`config.mk`:
```
export PLATFORM = sky130hd
export DESIGN_NAME = slp_top
export DESIGN_NICKNAME = d
export VERILOG_FILES = /design/src/slp_pkg.sv /design/src/slp_rx_des.sv /design/src/slp_top.sv /design/src/slp_tx_ser.sv
export SDC_FILE = /design/constraint.sdc
export NUM_CORES = 1
export LEC_CHECK = 0
export BUFFER_PORTS_ARGS = -buffer_cell sky130_fd_sc_hd__buf_2
export CAP_MARGIN = 0
export CORE_UTILIZATION = 30
export CTS_CLUSTER_DIAMETER = 200
export CTS_CLUSTER_SIZE = 24
export DETAILED_ROUTE_END_ITERATION = 8
export HOLD_SLACK_MARGIN = 0.12
export PLACE_DENSITY_LB_ADDON = 0.1
export SYNTH_ARGS = -nofsm -noshare
export SYNTH_HDL_FRONTEND = slang
export SYNTH_HIERARCHICAL = 1
export SYNTH_SLANG_ARGS = --single-unit
```
`constraint.sdc`:
```
create_clock -name clk_sys -period 3.6 [get_ports clk_sys]
set_clock_uncertainty 0.05 [all_clocks]
set_input_delay 0.18 -clock clk_sys [delete_from_list [all_inputs] [get_ports clk_sys]]
set_output_delay 0.18 -clock clk_sys [all_outputs]
set_load 0.05 [all_outputs]
```
`src/slp_pkg.sv`:
```
// Shared constants and types for the serial link parallel port.
package slp_pkg;

    // Width of one parallel data word in the widest character mode.
    localparam int unsigned DATA_W = 10;

    // Width of the serial symbol shifter, sized for the longest symbol.
    localparam int unsigned SYM_W = 12;

    // Width of the serial bit counters.
    localparam int unsigned CNT_W = 4;

    // Serial bits per character in 8-bit character mode.
    localparam logic [CNT_W-1:0] SYM_LEN_8 = 4'ha;

    // Serial bits per character in 10-bit character mode.
    localparam logic [CNT_W-1:0] SYM_LEN_10 = 4'hc;

    // Last bit of a symbol is collected when the counter shows this value.
    localparam logic [CNT_W-1:0] CNT_LAST = 4'h1;

    // Counter value that marks an idle shifter.
    localparam logic [CNT_W-1:0] CNT_IDLE = 4'h0;

    // Leading bit of every symbol; the receiver frames on it.
    localparam logic START_MARK = 1'b1;

    // Padding that left-aligns a short symbol in the shifter.
    localparam logic [1:0] SYM_PAD_8 = 2'h0;

    // Default depth of the receive FIFO in words.
    localparam int unsigned FIFO_DEPTH_DEF = 8;

    // Bit positions of the synchronised configuration pins.
    localparam int unsigned CFG_DEPTH = 0;
    localparam int unsigned CFG_WIDTH8 = 1;
    localparam int unsigned CFG_BYP_N = 2;
    localparam int unsigned CFG_MULT = 3;
    localparam int unsigned CFG_RANGE = 4;
    localparam int unsigned CFG_W = 5;

    // Transmit capture sequencer states.
    typedef enum logic [0:0] {
        SLP_CAP_IDLE = 1'b0,
        SLP_CAP_ARMED = 1'b1
    } slp_cap_t;

    // Receive framer states.
    typedef enum logic [0:0] {
        SLP_RX_HUNT = 1'b0,
        SLP_RX_COLLECT = 1'b1
    } slp_rx_t;

endpackage

```
`src/slp_rx_des.sv`:
```
// Receive NRZI decoder, framer and deserializer.
`timescale 1ns/10ps
module slp_rx_des (
    input wire logic clk_sys, // System clock.
    input wire logic rstn, // Asynchronous reset, active low.
    input wire logic serial_in, // NRZI serial line from the pin.
    input wire logic width8, // High selects 8-bit character mode.
    output logic [slp_pkg::DATA_W-1:0] word_out, // Last received word.
    output logic cmd_out, // Command flag of the last word.
    output logic word_valid // One-cycle pulse with each new word.
);
    import slp_pkg::*;

    // Whole state of the deserializer.
    typedef struct packed {
        logic s1; // First synchroniser stage.
        logic s2; // Second synchroniser stage.
        logic prev; // Line level one bit time ago.
        slp_rx_t state; // Framer state.
        logic [SYM_W-1:0] shift; // Collected symbol bits.
        logic [CNT_W-1:0] cnt; // Bits still to collect.
        logic [DATA_W-1:0] word; // Decoded word.
        logic cmd; // Decoded command flag.
        logic valid; // New word pulse.
    } slp_des_st_t;

    slp_des_st_t r; // Registered state.
    slp_des_st_t nxt; // Next state.
    logic bit_now; // Decoded bit of this bit time.
    logic [SYM_W-1:0] full; // Symbol including the bit of this cycle.

    // A transition within the bit time is a one, no transition a zero.
    assign bit_now = r.s2 ^ r.prev;
    assign full = {r.shift[SYM_W-2:0], bit_now};

    // Hunt for the start mark, then collect the rest of the symbol.
    always_comb begin
        nxt = r;
        nxt.s1 = serial_in;
        nxt.s2 = r.s1;
        nxt.prev = r.s2;
        nxt.valid = 1'b0;
        case (r.state)
            SLP_RX_HUNT: begin
                // A one on an idle line starts a symbol.
                if (bit_now == START_MARK) begin
                    nxt.state = SLP_RX_COLLECT;
                    nxt.shift = {{(SYM_W-1){1'b0}}, START_MARK};
                    nxt.cnt = (width8 ? SYM_LEN_8 : SYM_LEN_10) - CNT_LAST;
                end
            end
            SLP_RX_COLLECT: begin
                nxt.shift = full;
                nxt.cnt = r.cnt - CNT_LAST;
                if (r.cnt == CNT_LAST) begin
                    // Undo the group ordering of the transmitter.
                    nxt.state = SLP_RX_HUNT;
                    nxt.valid = 1'b1;
                    if (width8) begin
                        nxt.word = {2'h0, full[8:5], full[3:0]};
                        nxt.cmd = full[4];
                    end else begin
                        nxt.word = {full[4], full[10:6], full[3:0]};
                        nxt.cmd = full[5];
                    end
                end
            end
            default: begin
                nxt.state = SLP_RX_HUNT;
            end
        endcase
    end

    // State register.
    always_ff @(posedge clk_sys or negedge rstn) begin
        if (!rstn) begin
            r <= '0;
        end else begin
            r <= nxt;
        end
    end

    assign word_out = r.word;
    assign cmd_out = r.cmd;
    assign word_valid = r.valid;
endmodule

```
`src/slp_top.sv`:
```
// Parallel host port of the serial link: transmit capture and receive FIFO.
// Summary of operation
// - Depth expansion: capture word one cycle later
// - Controller mode: capture word with low strobe
// - Receive outputs hold when inhibited or empty
// - Each cycle with low read strobe, outputs driven and FIFO not empty reads
// - Available flag high unless receive FIFO empty
// - No FIFO reads while receive outputs high-Z
// - Bypassed with multiplier high forces high range
// - Characters are 10 or 12 bits
// - Parallel bits ordered into two groups
// - Serial line uses NRZI coding both ways
// - Leftmost bit of leading group first
`timescale 1ns/10ps
module slp_top #(
    parameter int unsigned FIFO_DEPTH = slp_pkg::FIFO_DEPTH_DEF // Receive FIFO depth.
) (
    input wire logic clk_sys, // System clock, 250 MHz.
    input wire logic rstn, // Asynchronous reset, active low.
    input wire logic depth_expansion_select, // High: fed by external FIFO.
    input wire logic transmit_write_strobe, // Write strobe, polarity by mode.
    input wire logic [slp_pkg::DATA_W-1:0] transmit_parallel_word, // Word to send.
    input wire logic transmit_command_data_select, // High sends a command.
    output logic transmit_ready, // High when a write is taken.
    input wire logic char_width_select, // High: 8-bit characters.
    output logic serial_out, // NRZI serial output.
    input wire logic serial_in, // NRZI serial input.
    input wire logic receive_read_strobe_n, // Read strobe, active low.
    input wire logic receive_outputs_hiz, // High floats receive outputs.
    output logic receive_output_enable, // High while outputs drive.
    output logic [slp_pkg::DATA_W-1:0] receive_parallel_word, // Word read.
    output logic receive_command_data_flag, // Command flag of word read.
    output logic receive_word_available_flag, // High when FIFO holds a word.
    output logic receive_overflow, // Pulse when a word is dropped.
    input wire logic fifo_bypass_select_n, // Active low; with the multiplier high it forces the upper range.
    input wire logic reference_clock_input_multiplier_select, // Reference multiplier select.
    input wire logic baud_range_select, // High: 100 to 200 MBaud.
    output logic effective_high_baud_range // Range in use, high is upper.
);
    import slp_pkg::*;

    // Pointer and fill counter widths of the receive FIFO.
    localparam int unsigned PTR_W = (FIFO_DEPTH > 1) ? $clog2(FIFO_DEPTH) : 1;
    localparam int unsigned FILL_W = $clog2(FIFO_DEPTH + 1);
    // Fill level at which the FIFO is full.
    localparam logic [FILL_W-1:0] FILL_FULL = FILL_W'(FIFO_DEPTH);
    // Fill level of one word.
    localparam logic [FILL_W-1:0] FILL_ONE = FILL_W'(1);
    // Width of one FIFO entry: the word plus its command flag.
    localparam int unsigned ENTRY_W = DATA_W + 1;

    // Whole state of the port.
    typedef struct packed {
        logic [CFG_W-1:0] cfg_s1; // First stage of the pin synchronisers.
        logic [CFG_W-1:0] cfg_s2; // Second stage, read by the logic.
        logic [1:0] warm; // Ones shift in after reset; top bit marks settled configuration.
        slp_cap_t cap; // Transmit capture sequencer.
        logic [DATA_W-1:0] tx_word; // Captured transmit word.
        logic tx_cmd; // Captured command select.
        logic tx_load; // Pulse that hands the word to the serializer.
        logic [FIFO_DEPTH-1:0][ENTRY_W-1:0] mem; // Receive FIFO storage.
        logic [PTR_W-1:0] wr_ptr; // Next entry to write.
        logic [PTR_W-1:0] rd_ptr; // Next entry to read.
        logic [FILL_W-1:0] fill; // Words held.
        logic [DATA_W-1:0] rx_word; // Receive output word.
        logic rx_cmd; // Receive output command flag.
        logic overflow; // Dropped word pulse.
        logic range_hi; // Baud range in use.
    } slp_top_st_t;

    slp_top_st_t r; // Registered state.
    slp_top_st_t nxt; // Next state.
    logic [CFG_W-1:0] cfg_pins; // Configuration pins gathered.
    logic [CFG_W-1:0] cfg; // Synchronised configuration.
    logic ser_ready; // Serializer idle.
    logic [DATA_W-1:0] des_word; // Word from the deserializer.
    logic des_cmd; // Command flag from the deserializer.
    logic des_valid; // New word from the deserializer.
    logic read_ok; // A read is taken this cycle.
    logic push_ok; // A received word is stored this cycle.
    logic [ENTRY_W-1:0] head; // Entry at the read pointer.
    logic strobe_hit; // Write strobe active for the selected mode.

    // Configuration pins come from outside and pass two flip-flops first.
    assign cfg_pins[CFG_DEPTH] = depth_expansion_select;
    assign cfg_pins[CFG_WIDTH8] = char_width_select;
    assign cfg_pins[CFG_BYP_N] = fifo_bypass_select_n;
    assign cfg_pins[CFG_MULT] = reference_clock_input_multiplier_select;
    assign cfg_pins[CFG_RANGE] = baud_range_select;
    assign cfg = r.cfg_s2;

    // A write is taken only when the serializer and sequencer are free.
    // Writes wait until the synchronised mode is valid, since the idle strobe
    // level of one feed mode is the active level of the other.
    assign transmit_ready = r.warm[1] && ser_ready && !r.tx_load && (r.cap == SLP_CAP_IDLE);

    // The external FIFO enables with a high strobe, a controller with a low one.
    assign strobe_hit = cfg[CFG_DEPTH] ? transmit_write_strobe : !transmit_write_strobe;

    // Reads are blocked while the outputs float and while the FIFO is empty.
    assign read_ok = !receive_read_strobe_n && !receive_outputs_hiz && (r.fill != '0);

    // A full FIFO still accepts a word when a read frees an entry.
    assign push_ok = des_valid && ((r.fill != FILL_FULL) || read_ok);
    assign head = r.mem[r.rd_ptr];

    // Next state of the whole port.
    always_comb begin
        nxt = r;
        nxt.cfg_s1 = cfg_pins;
        nxt.cfg_s2 = r.cfg_s1;
        nxt.warm = {r.warm[0], 1'b1};
        nxt.tx_load = 1'b0;
        nxt.overflow = des_valid && !push_ok;

        // Transmit capture sequencer.
        case (r.cap)
            SLP_CAP_IDLE: begin
                if (transmit_ready && strobe_hit) begin
                    if (cfg[CFG_DEPTH]) begin
                        // The external FIFO presents its word one cycle later.
                        nxt.cap = SLP_CAP_ARMED;
                    end else begin
                        // The controller presents its word with the strobe.
                        nxt.tx_word = transmit_parallel_word;
                        nxt.tx_cmd = transmit_command_data_select;
                        nxt.tx_load = 1'b1;
                    end
                end
            end
            SLP_CAP_ARMED: begin
                // Take the word that the external FIFO now presents.
                nxt.tx_word = transmit_parallel_word;
                nxt.tx_cmd = transmit_command_data_select;
                nxt.tx_load = 1'b1;
                nxt.cap = SLP_CAP_IDLE;
            end
            default: begin
                nxt.cap = SLP_CAP_IDLE;
            end
        endcase

        // Store a received word at the write pointer.
        if (push_ok) begin
            nxt.mem[r.wr_ptr] = {des_cmd, des_word};
            nxt.wr_ptr = r.wr_ptr + 1'b1;
        end

        // Outputs change only on a taken read, otherwise they hold.
        if (read_ok) begin
            nxt.rx_word = head[DATA_W-1:0];
            nxt.rx_cmd = head[DATA_W];
            nxt.rd_ptr = r.rd_ptr + 1'b1;
        end

        // Fill level follows pushes and reads.
        if (push_ok && !read_ok) begin
            nxt.fill = r.fill + FILL_ONE;
        end else if (read_ok && !push_ok) begin
            nxt.fill = r.fill - FILL_ONE;
        end

        // Bypassed with the multiplier high forces the upper range.
        nxt.range_hi = cfg[CFG_RANGE] || (!cfg[CFG_BYP_N] && cfg[CFG_MULT]);
    end

    // State register.
    always_ff @(posedge clk_sys or negedge rstn) begin
        if (!rstn) begin
            r <= '0;
        end else begin
            r <= nxt;
        end
    end

    // Serializer for the transmit path.
    slp_tx_ser u_tx (
        .clk_sys(clk_sys),
        .rstn(rstn),
        .load(r.tx_load),
        .word(r.tx_word),
        .cmd(r.tx_cmd),
        .width8(cfg[CFG_WIDTH8]),
        .ready(ser_ready),
        .serial_out(serial_out)
    );

    // Deserializer for the receive path.
    slp_rx_des u_rx (
        .clk_sys(clk_sys),
        .rstn(rstn),
        .serial_in(serial_in),
        .width8(cfg[CFG_WIDTH8]),
        .word_out(des_word),
        .cmd_out(des_cmd),
        .word_valid(des_valid)
    );

    // Outputs.
    assign receive_output_enable = !receive_outputs_hiz;
    assign receive_parallel_word = r.rx_word;
    assign receive_command_data_flag = r.rx_cmd;
    assign receive_word_available_flag = (r.fill != '0);
    assign receive_overflow = r.overflow;
    assign effective_high_baud_range = r.range_hi;
endmodule

```
`src/slp_tx_ser.sv`:
```
// Transmit symbol builder, serializer and NRZI line encoder.
`timescale 1ns/10ps
module slp_tx_ser (
    input wire logic clk_sys, // System clock.
    input wire logic rstn, // Asynchronous reset, active low.
    input wire logic load, // One-cycle request to send a word.
    input wire logic [slp_pkg::DATA_W-1:0] word, // Word to send.
    input wire logic cmd, // High marks a command character.
    input wire logic width8, // High selects 8-bit character mode.
    output logic ready, // High while idle and able to load.
    output logic serial_out // NRZI serial line level.
);
    import slp_pkg::*;

    // Whole state of the serializer.
    typedef struct packed {
        logic [SYM_W-1:0] shift; // Symbol bits still to send, MSB first.
        logic [CNT_W-1:0] left; // Bits still to send.
        logic line; // Present line level.
    } slp_ser_st_t;

    slp_ser_st_t r; // Registered state.
    slp_ser_st_t nxt; // Next state.
    logic [9:0] sym8; // Symbol of an 8-bit mode character.
    logic [SYM_W-1:0] sym12; // Symbol of a 10-bit mode character.

    // The two groups are built in the order the bits go out on the line.
    assign sym8 = {START_MARK, word[7:4], cmd, word[3:0]};
    assign sym12 = {START_MARK, word[8:4], cmd, word[9], word[3:0]};

    // Shift one bit per cycle; a one toggles the line, a zero leaves it.
    always_comb begin
        nxt = r;
        if (r.left != CNT_IDLE) begin
            // Leftmost bit of the leading group goes first.
            if (r.shift[SYM_W-1]) begin
                nxt.line = ~r.line;
            end
            nxt.shift = {r.shift[SYM_W-2:0], 1'b0};
            nxt.left = r.left - CNT_LAST;
        end else if (load) begin
            // Short symbols are left-aligned so the same shifter serves both.
            nxt.shift = width8 ? {sym8, SYM_PAD_8} : sym12;
            nxt.left = width8 ? SYM_LEN_8 : SYM_LEN_10;
        end
    end

    // State register.
    always_ff @(posedge clk_sys or negedge rstn) begin
        if (!rstn) begin
            r <= '0;
        end else begin
            r <= nxt;
        end
    end

    assign ready = (r.left == CNT_IDLE);
    assign serial_out = r.line;
endmodule
```
==> key figures, run 1 <==
Run status
  – Outcome: finished, final reports clean

Finish
  – Net total in the final layout: 690
  – Ratio of cells with drive above 1 in the final layout: 30.5%
  – Number of fill cells: 2592
  – Antenna cells: 0
  – Layout Cell Area excl Fill: 9380 um^2
  – Layout-stage area growth over the synthesis result: 14.4%
  – Post-layout utilization of the core: 34.9%

STA
  – Final worst path period need: 3.01 ns
  – Fin Setup TNS: 0 ns
  – Unrepaired setup endpoints after global routing: false
  – Actual slew at the worst max-slew pin: 1.12 ns
  – Fin crit share: 83.5%
  – Number of failing setup endpoints in the final timing report: 0
  – Final hold slack: 0.287 ns
  – Fmax: 333 MHz
  – Count of endpoints failing hold in the final timing report: 0
  – Number of slew-limit violations in the final report: 0
  – Worst relative slew slack: 25.3%

Yosys
  – Dominant cell type by area after synthesis: sky130_fd_sc_hd__dfrtp_1
  – Share of flip-flops with an asynchronous set or reset after synthesis: 100%
  – Synthesized netlist cell count: 628
  – Sequential-to-total area share from yosys stat: 55.8%
  – Cells taking the most area after synthesis: sky130_fd_sc_hd__dfrtp_1 (56%), sky130_fd_sc_hd__mux2_2 (12%), sky130_fd_sc_hd__mux2i_1 (7.6%)
  – Number of register bits inferred by synthesis: 183
  – Number of synthesized flops with an enable pin: 0
  – Cell area after synthesis: 8200 um^2
  – Yosys cell types: 51
  – Ys Warns: 6
  – Post-synthesis net count: 659
  – Most used DFF post-synth: sky130_fd_sc_hd__dfrtp_1
  – Mean cell area of the mapped netlist: 13.1 um^2
  – Yosys top cell area share: 55.8%

Routing
  – Pre-antenna DRT Iters: 4
  – Vias per std cell: 4.73
  – Post-DRT Antenna Nets: 0
  – DRC marker count from the first detailed-route iteration: 213
  – Via count: 4789
  – Average routed wire per standard cell: 17.0 um
  – Number of remaining DRC errors: 0
  – Sum of routed wire length over all layers: 17.3 mm

Die
  – Area enclosed by the die boundary: 28000 um^2
  – I/O Pins: 39
  – DIE WIDTH: 167 um
  – Std-Cell Rows: 60
  – Die Ht: 167 um
  – Effective utilization at floorplan: 30.5%
  – Core area: 26900 um^2

Pwr
  – Maximum vdd drop: 0.000324 V
  – Pwr Total: 7370 uW
  – Reported leakage power: 0.00453 uW
  – Total power density per cell area: 786 nW/um^2

Worst hold path
  – Number of cells on the worst hold path: 4
  – Hold path start: receive_read_strobe_n
  – Classification of the worst-slack hold path: in -> reg
  – Hold Crit Endpoint: receive_overflow

Critical path
  – Worst flop-to-flop path startpoint: r[13]
  – Type of element capturing the critical path: flop
  – Critical Setup Path Class: reg -> reg
  – Arrival @ worst endpoint: 3.25 ns
  – CP startpoint kind: flop
  – Required time reported for the critical path endpoint: 3.84 ns
  – Critical path startpoint: r[13]
  – Max Fanout on Critical Path: 7
  – Flop2flop setup slack: 0.59 ns
  – Path depth of the worst reg2reg path: 8
  – End of the worst register-to-register path: r[16]

Clocking
  – Number of buffers inserted to repair setup after CTS: 0
  – Clk Latency, worst-skew pair: 0.43 ns
  – Total CTS buffers: 17
  – Clock Pin Slew Worst Setup and Hold Paths: 0.07 ns
  – Cell at the root of the clock tree: sky130_fd_sc_hd__clkbuf_16
  – Maximum buffer depth of the clock tree: 2
  – Clock tree from TritonCTS: built
  – Hold buffer count at CTS: 19
  – Clock H-tree levels: 4
  – Number of gates given a new drive strength after cts: 0
  – Clock Sink Count: 183

GRT
  – Vias in the first global route: 5243
  – Overflow left after global routing: 0
  – Global-route wire length before repair: 28.7 mm
  – Antenna violations before repair: 0
  – All-layer global routing usage: 13.3%
  – Pin count of the biggest net entering global routing: 87

Place
  – Buffers added on ports: 38
  – Placer's final routability congestion estimate: 0.751
  – Dpl hpwl: 10.8 mm
  – Placement-stage cell area: 8630 um^2

Job
  – Max-capacitance violation count: 0
-- stage by stage --
stage               std cells  setup WS [ns]
floorplan                 628          0.394
global placement          962          0.675
detailed placement        962          0.636
CTS                      1013          0.609
global route             1013          0.449
finish                   1013          0.594
-- layer usage --
layer / wire length [um] / vias to the layer above / track usage (%)
li1: - / 2265 / -
met1: 7940 / 2451 / 16.4
met2: 8700 / 55 / 23.3
met3: 357 / 18 / 2.55
met4: 271 / 0 / 4.43
met5: 0 / - / 0
-- worst max-delay path, cell delays in order, from the launching register on --
cell and delay (ns):
sky130_fd_sc_hd__dfrtp_1 0.48, sky130_fd_sc_hd__o41ai_4 0.74, sky130_fd_sc_hd__inv_2 0.15, sky130_fd_sc_hd__ha_1 0.27, sky130_fd_sc_hd__inv_1 0.16, sky130_fd_sc_hd__ha_1 0.26
sky130_fd_sc_hd__a21o_1 0.19, sky130_fd_sc_hd__a2111oi_0 0.42, sky130_fd_sc_hd__o31ai_1 0.16
-- power by group --
part / total, uW / switching, uW / internal [uW] / leakage [uW]
clock network: 1790 / 877 / 914 / 0.000272
logic: 2250 / 1190 / 1070 / 0.00188
registers: 3330 / 651 / 2680 / 0.00238
-- area by class of cell --
cell class / instances / area (um^2) / share of cell area, %
Clock inverter: 15 / 134 / 1.43
Timing Repair Buffer: 69 / 504 / 5.38
Inverter: 17 / 63.8 / 0.680
Clock buffer: 17 / 425 / 4.54
Sequential cell: 183 / 4580 / 48.8
Multi-Input combinational cell: 371 / 3250 / 34.6
Tap cell: 341 / 427 / 4.55
-- synth_stat cells (3+ instances only) --
cell type,n
sky130_fd_sc_hd__dfrtp_1,183
sky130_fd_sc_hd__mux2_2,91
sky130_fd_sc_hd__mux2i_1,62
sky130_fd_sc_hd__nand2_1,40
sky130_fd_sc_hd__buf_4,24
sky130_fd_sc_hd__a22oi_1,23
sky130_fd_sc_hd__nor2_1,23
sky130_fd_sc_hd__inv_1,15
sky130_fd_sc_hd__buf_2,14
sky130_fd_sc_hd__clkbuf_1,13
sky130_fd_sc_hd__mux2_4,12
sky130_fd_sc_hd__nand3_1,12
sky130_fd_sc_hd__a21o_1,11
sky130_fd_sc_hd__a21oi_1,11
sky130_fd_sc_hd__a22o_1,10
sky130_fd_sc_hd__ha_1,8
sky130_fd_sc_hd__xnor2_1,8
sky130_fd_sc_hd__a211oi_2,7
sky130_fd_sc_hd__o21ai_0,7
sky130_fd_sc_hd__nor3_1,6
sky130_fd_sc_hd__buf_6,5
sky130_fd_sc_hd__nand3b_1,5
sky130_fd_sc_hd__and2_1,3
sky130_fd_sc_hd__nor2b_1,3
-- sequential cells by signal, indices dropped and copies added (netlist names), 2 cells and up --
register               flops
u_rx/word_out             10
cfg                        5
u_tx/r                    16
u_rx/r                     6
u_rx/nxt                   2
u_rx/full                 10
receive_parallel_word     10
r                        112
nxt                        6
-- cell families after synthesis --
logic type	count (synthesis)	share of synthesized area, %
xor+xnor	10	1.16
compound gates	79	7.57
buf+inv	74	5.16
other cells	1	0.0457
fa+ha+maj	9	1.46
simple gates	107	6.53
mux	165	22.3
flops	183	55.8
-- layout by cell type (no fill, tap or decap), types with 3 or more instances in the layout --
| cell | count |
|---|---|
| sky130_fd_sc_hd__a211oi_2 | 7 |
| sky130_fd_sc_hd__a21o_1 | 11 |
| sky130_fd_sc_hd__a21oi_1 | 11 |
| sky130_fd_sc_hd__a22o_1 | 10 |
| sky130_fd_sc_hd__a22oi_1 | 23 |
| sky130_fd_sc_hd__and2_1 | 3 |
| sky130_fd_sc_hd__buf_2 | 37 |
| sky130_fd_sc_hd__buf_4 | 10 |
| sky130_fd_sc_hd__clkbuf_16 | 17 |
| sky130_fd_sc_hd__dfrtp_1 | 182 |
| sky130_fd_sc_hd__dlygate4sd3_1 | 19 |
| sky130_fd_sc_hd__ha_1 | 8 |
| sky130_fd_sc_hd__inv_1 | 15 |
| sky130_fd_sc_hd__inv_6 | 7 |
| sky130_fd_sc_hd__mux2_2 | 91 |
| sky130_fd_sc_hd__mux2_4 | 12 |
| sky130_fd_sc_hd__mux2i_1 | 62 |
| sky130_fd_sc_hd__nand2_1 | 40 |
| sky130_fd_sc_hd__nand3_1 | 12 |
| sky130_fd_sc_hd__nand3b_1 | 5 |
| sky130_fd_sc_hd__nor2_1 | 23 |
| sky130_fd_sc_hd__nor2b_1 | 3 |
| sky130_fd_sc_hd__nor3_1 | 6 |
| sky130_fd_sc_hd__o21ai_0 | 7 |
| sky130_fd_sc_hd__xnor2_1 | 8 |
-- worst max path at each step --
stage,to,slack (ns),cells past startpoint
after global placement,r[16],0.68,8
after floorplan,r[16],0.39,10
after CTS,r[16],0.61,8
final,r[16],0.59,8
after global routing,r[16],0.45,8
after detailed placement,r[16],0.64,8
(Power assumes the default switching activity.)
==> run 2, diff against run 1 <==
clock period = 2.88 ns   (was 3.6 ns; I/O delays follow)
==> run 2 against run 1 <==
Clock-buffer cell count is 2 higher. Wire length is 0.14% lower. Maximum frequency is 12% higher. Cell count is 0.99% higher. Global-route usage is 0.17 points lower. Critical path type unchanged. Largest power group unchanged. Highest routed layer unchanged.
==> key figures, run 2 (synthesis results as in run 1) <==
Run status
  – Outcome: finished, final reports clean

Finish
  – Post-layout utilization of the core: 35.4%
  – Flip-flop count of the largest register, all copies and words added: 112
  – Most common cell after layout, fill and taps aside: sky130_fd_sc_hd__dfrtp_1
  – Combined area of the multi-input logic cells: 3250 um^2
  – Biggest register: r
  – Largest registers: r: 112 flops, u_tx/r: 16 flops
  – Layout-stage area growth over the synthesis result: 15.9%
  – Ratio of cells with drive above 1 in the final layout: 32.6%
  – Top library cells by usage in the layout, fill and taps aside: sky130_fd_sc_hd__dfrtp_1 (180), sky130_fd_sc_hd__mux2_2 (91), sky130_fd_sc_hd__mux2i_1 (62)
  – Net total in the final layout: 700
  – Layout Cell Area excl Fill: 9510 um^2
  – Sequential cell area in the final layout: 4580 um^2
  – Number of fill cells: 2630
  – Antenna cells: 0

Die
  – Effective utilization at floorplan: 30.5%
  – Core area: 26900 um^2
  – I/O Pins: 39
  – DIE WIDTH: 167 um
  – Area enclosed by the die boundary: 28000 um^2
  – Die Ht: 167 um
  – Std-Cell Rows: 60

Routing
  – M1 WL: 8.04 mm
  – Average routed wire per standard cell: 16.9 um
  – Pre-antenna DRT Iters: 4
  – DRC marker count from the first detailed-route iteration: 311
  – Sum of routed wire length over all layers: 17.2 mm
  – Via count: 4876
  – Post-DRT Antenna Nets: 0
  – Max Used Layer: met4
  – Routed length on met3: 356 um
  – Detailed-routed wire length on met2: 8.64 mm
  – Number of remaining DRC errors: 0
  – Vias per std cell: 4.77

Worst hold path
  – Number of cells on the worst hold path: 4
  – Hold Crit Endpoint: receive_overflow
  – Classification of the worst-slack hold path: in -> reg
  – Hold path start: receive_read_strobe_n

Critical path
  – Worst flop-to-flop path startpoint: r[13]
  – Flop2flop setup slack: 0.20 ns
  – End of the worst register-to-register path: r[16]
  – Max Fanout on Critical Path: 5
  – Required time reported for the critical path endpoint: 3.13 ns
  – Critical Setup Path Class: reg -> reg
  – Type of element capturing the critical path: flop
  – Path depth of the worst reg2reg path: 9
  – CP startpoint kind: flop
  – Arrival @ worst endpoint: 2.93 ns

GRT
  – Overflow left after global routing: 0
  – Pin count of the biggest net entering global routing: 104
  – Global-route wire length before repair: 28.5 mm
  – Vias in the first global route: 5173
  – All-layer global routing usage: 13.1%
  – Antenna violations before repair: 0

STA
  – Setup slack after layout: 0.201 ns
  – Number of slew-limit violations in the final report: 0
  – Final hold slack: 0.269 ns
  – Actual slew at the worst max-slew pin: 0.867 ns
  – Fin crit share: 93.0%
  – Final worst path period need: 2.68 ns
  – Worst relative slew slack: 42.2%
  – Number of failing setup endpoints in the final timing report: 0
  – Unrepaired setup endpoints after global routing: false
  – Fmax: 373 MHz
  – Count of endpoints failing hold in the final timing report: 0
  – Fin Setup TNS: 0 ns

Place
  – Placer's final routability congestion estimate: 0.721
  – Setup Slack @ Placement: 0.0562 ns
  – Placement-stage cell area: 8690 um^2
  – Buffers added on ports: 38
  – Dpl hpwl: 11.1 mm

Clocking
  – Clk Latency, worst-skew pair: 0.42 ns
  – Clock H-tree levels: 4
  – Total CTS buffers: 17
  – Clock tree from TritonCTS: built
  – Clock Pin Slew Worst Setup and Hold Paths: 0.08 ns
  – Cell at the root of the clock tree: sky130_fd_sc_hd__clkbuf_16
  – Maximum buffer depth of the clock tree: 2
  – Clock Sink Count: 183

Pwr
  – Maximum vdd drop: 0.000355 V
  – Reported leakage power: 0.00459 uW
  – Total power density per cell area: 994 nW/um^2

Job
  – Max-capacitance violation count: 0
[run 2: cell count changes in the layout (fill, tap and decap cells not counted), moves of 2 or more]
| cell | change |
|---|---|
| sky130_fd_sc_hd__nor4b_4 | -2 |
| sky130_fd_sc_hd__bufinv_16 | +2 |
| sky130_fd_sc_hd__dfrtp_1 | -2 |
| sky130_fd_sc_hd__nor4b_2 | +2 |
| sky130_fd_sc_hd__buf_4 | +10 |
| sky130_fd_sc_hd__clkinv_2 | -2 |
| sky130_fd_sc_hd__inv_6 | -2 |
| sky130_fd_sc_hd__dfrtp_2 | +2 |
[run 2: power breakdown]
group          leakage, uW  internal (uW)  switching (uW)  total [uW]
logic              0.00193           1390            1490        2870
clock network     0.000289           1330            1070        2400
registers          0.00237           3350             821        4170
[run 2: worst max-delay path: stages (launching register included)]
cell and delay (ns):
sky130_fd_sc_hd__dfrtp_2 0.44, sky130_fd_sc_hd__or4_4 0.53, sky130_fd_sc_hd__and2_4 0.16, sky130_fd_sc_hd__inv_2 0.07, sky130_fd_sc_hd__ha_4 0.15, sky130_fd_sc_hd__inv_1 0.11
sky130_fd_sc_hd__ha_1 0.29, sky130_fd_sc_hd__a21o_1 0.21, sky130_fd_sc_hd__a2111oi_2 0.39, sky130_fd_sc_hd__o31ai_1 0.13
[run 2: metrics by stage]
| stage | cells | power [uW] |
|---|---|---|
| 6_report | 1023 | 9450 |
| 2_1_floorplan | 628 | 6370 |
| 5_1_grt | 1023 | 10100 |
| 4_1_cts | 1020 | 9540 |
| 3_3_place_gp | 969 | 6930 |
| 3_5_place_dp | 969 | 7060 |
[run 2: area by class of cell]
| type | count | area share (%) |
|---|---|---|
| clock inverters | 13 | 1.67 |
| clock buffers | 19 | 4.66 |
| inverters | 17 | 0.671 |
| repair buffers | 79 | 6.09 |
| multi-input cells | 371 | 34.2 |
| well taps | 341 | 4.49 |
| flip-flops and latches | 183 | 48.2 |
[run 2: worst max-delay path by stage]
stage	from	endpoint	cells after the start
final	r[13]	r[16]	9
after global routing	r[13]	r[16]	9
after CTS	r[13]	r[16]	9
after detailed placement	r[13]	r[16]	9
after global placement	r[13]	r[16]	9
after floorplan	r[13]	r[16]	10
[run 2: per-layer routing]
| metal | vias to the layer above | GRT usage (%) |
|---|---|---|
| met5 | - | 0 |
| met4 | 0 | 3.75 |
| met3 | 18 | 2.60 |
| met2 | 64 | 22.6 |
| met1 | 2511 | 16.7 |
| li1 | 2283 | - |
[run 2: timing repair]
item | CTS | global route
resized for setup | 0 | 2
endpoints found under the setup margin | 0 | 1
setup buffers | 0 | 3
hold buffers | 19 | 0
endpoints found under the hold margin | 118 | 0
==> run 3, diff against run 2 <==
clock period = 3 ns   (was 2.88 ns; I/O delays follow)
==> run 3 against run 2 <==
Maximum frequency shrank 6.0%. Highest routed layer unchanged. Sequential cell count is the same. Critical path depth is the same. Cell count shrank 0.29%. Wire length grew 1.4%. Non-clock buffer count shrank 3. Register-to-register slack lost 0.05 ns. Sequential power shrank 5%. Core utilization shrank 0.10 points. Combinational power shrank 4%.
==> key figures, run 3 (synthesis results as in run 1) <==
Place
  – Placement-stage cell area: 8680 um^2
  – Placer's final routability congestion estimate: 0.746
  – Dpl hpwl: 11.3 mm
  – Buffers added on ports: 38

Critical path
  – Critical Setup Path Class: reg -> reg
  – Type of element capturing the critical path: flop
  – Max Fanout on Critical Path: 14
  – Arrival @ worst endpoint: 3.10 ns
  – CP startpoint kind: flop
  – Required time reported for the critical path endpoint: 3.25 ns

STA
  – Worst relative slew slack: 29.2%
  – Final hold slack: 0.190 ns
  – Count of endpoints failing hold in the final timing report: 0
  – Final worst path period need: 2.85 ns
  – Actual slew at the worst max-slew pin: 1.05 ns
  – Number of slew-limit violations in the final report: 0
  – Number of failing setup endpoints in the final timing report: 0
  – Fin Setup TNS: 0 ns
  – Fmax: 351 MHz
  – Unrepaired setup endpoints after global routing: false
  – Fin crit share: 95.0%

Routing
  – Average routed wire per standard cell: 17.1 um
  – Pre-antenna DRT Iters: 6
  – DRC marker count from the first detailed-route iteration: 267
  – Number of remaining DRC errors: 0
  – Vias per std cell: 4.73
  – Via count: 4820
  – Post-DRT Antenna Nets: 0
  – Sum of routed wire length over all layers: 17.5 mm

Die
  – Area enclosed by the die boundary: 28000 um^2
  – Effective utilization at floorplan: 30.5%
  – Core area: 26900 um^2
  – I/O Pins: 39
  – DIE WIDTH: 167 um
  – Std-Cell Rows: 60
  – Die Ht: 167 um

Finish
  – Post-layout utilization of the core: 35.3%
  – Top library cells by usage in the layout, fill and taps aside: sky130_fd_sc_hd__dfrtp_1 (181), sky130_fd_sc_hd__mux2_2 (91), sky130_fd_sc_hd__mux2i_1 (62)
  – Most common cell after layout, fill and taps aside: sky130_fd_sc_hd__dfrtp_1
  – Largest registers: r: 112 flops, u_tx/r: 16 flops
  – Layout Cell Area excl Fill: 9480 um^2
  – Net total in the final layout: 697
  – Layout-stage area growth over the synthesis result: 15.6%
  – Ratio of cells with drive above 1 in the final layout: 31.7%
  – Number of fill cells: 2635
  – Flip-flop count of the largest register, all copies and words added: 112
  – Biggest register: r
  – Antenna cells: 0

Clocking
  – Clock Sink Count: 183
  – Clock H-tree levels: 4
  – Total CTS buffers: 17
  – Clk Latency, worst-skew pair: 0.42 ns
  – Clock Pin Slew Worst Setup and Hold Paths: 0.07 ns
  – Cell at the root of the clock tree: sky130_fd_sc_hd__clkbuf_16
  – Maximum buffer depth of the clock tree: 2
  – Clock tree from TritonCTS: built

Pwr
  – Total power density per cell area: 953 nW/um^2
  – Reported leakage power: 0.00458 uW
  – Maximum vdd drop: 0.000332 V
  – Pwr Total: 9040 uW

GRT
  – All-layer global routing usage: 13.4%
  – Vias in the first global route: 5121
  – Antenna violations before repair: 0
  – Global-route wire length before repair: 28.9 mm
  – Overflow left after global routing: 0
  – Pin count of the biggest net entering global routing: 67

Worst hold path
  – Classification of the worst-slack hold path: in -> reg

Run status
  – Outcome: finished, final reports clean

Job
  – Max-capacitance violation count: 0
run 3: cell count changes in the layout (fill, tap and decap cells not counted), sizes merged:
cell and change:
buf -3, inv +1, clkinv -1
run 3: routing by layer:
metal / wire length, um / GRT usage, %
met1: 7930 / 16.8
met2: 9060 / 23.4
met3: 350 / 2.98
met4: 146 / 3.47
met5: 0 / 0
run 3: path summary, 6_finish.rpt:
| kind | depth (start not counted) | to | slack [ns] | from |
|---|---|---|---|---|
| worst max-delay path | 9 | r[16] | 0.15 | r[13] |
| worst min-delay path | 5 | r[18] | 0.19 | receive_read_strobe_n |
| worst max register to register | 9 | r[16] | 0.15 | r[13] |
| worst min register to register | 0 | cfg[3] | 0.30 | nxt[129] |
| max in group asynchronous | 3 | r[17] | 1.78 | rstn |
| min in group asynchronous | 2 | r[120] | 0.21 | rstn |
run 3: worst max-delay path: stages, from the launching register on:
cell	delay [ns]
sky130_fd_sc_hd__dfrtp_2	0.47
sky130_fd_sc_hd__or4_4	0.55
sky130_fd_sc_hd__and2_4	0.25
sky130_fd_sc_hd__inv_2	0.08
sky130_fd_sc_hd__ha_1	0.22
sky130_fd_sc_hd__inv_2	0.09
sky130_fd_sc_hd__ha_1	0.28
sky130_fd_sc_hd__a21o_1	0.20
sky130_fd_sc_hd__a2111oi_1	0.39
sky130_fd_sc_hd__o31ai_1	0.13
run 3: power by group:
part | internal [uW] | switching (uW) | total, uW
registers | 3220 | 761 | 3980
logic | 1310 | 1450 | 2760
clock network | 1260 | 1040 | 2300
total | 5790 | 3250 | 9040
run 3: area by class of cell:
type,instances,area (um^2),area share (%)
Clock buffer,19,433,4.57
Clock inverter,13,161,1.70
Inverter,17,63.8,0.673
Tap cell,341,427,4.50
Sequential cell,183,4580,48.3
Timing Repair Buffer,76,557,5.87
Multi-Input combinational cell,371,3260,34.4
run 3: timing repair:
| action | 4_1_cts | 5_1_grt |
|---|---|---|
| hold buffers | 19 | 0 |
| resized for setup | 0 | 2 |
| hold endpoints to repair | 75 | 0 |
| setup buffers | 0 | 1 |
| endpoints found under the setup margin | 0 | 1 |
run 3: per-stage QoR:
| stage | instances | setup WS, ns |
|---|---|---|
| after floorplan | 628 | 0.00609 |
| after global placement | 968 | 0.195 |
| after detailed placement | 968 | 0.0830 |
| after CTS | 1019 | 0.0484 |
| after global routing | 1020 | 0.0310 |
| final | 1020 | 0.150 |
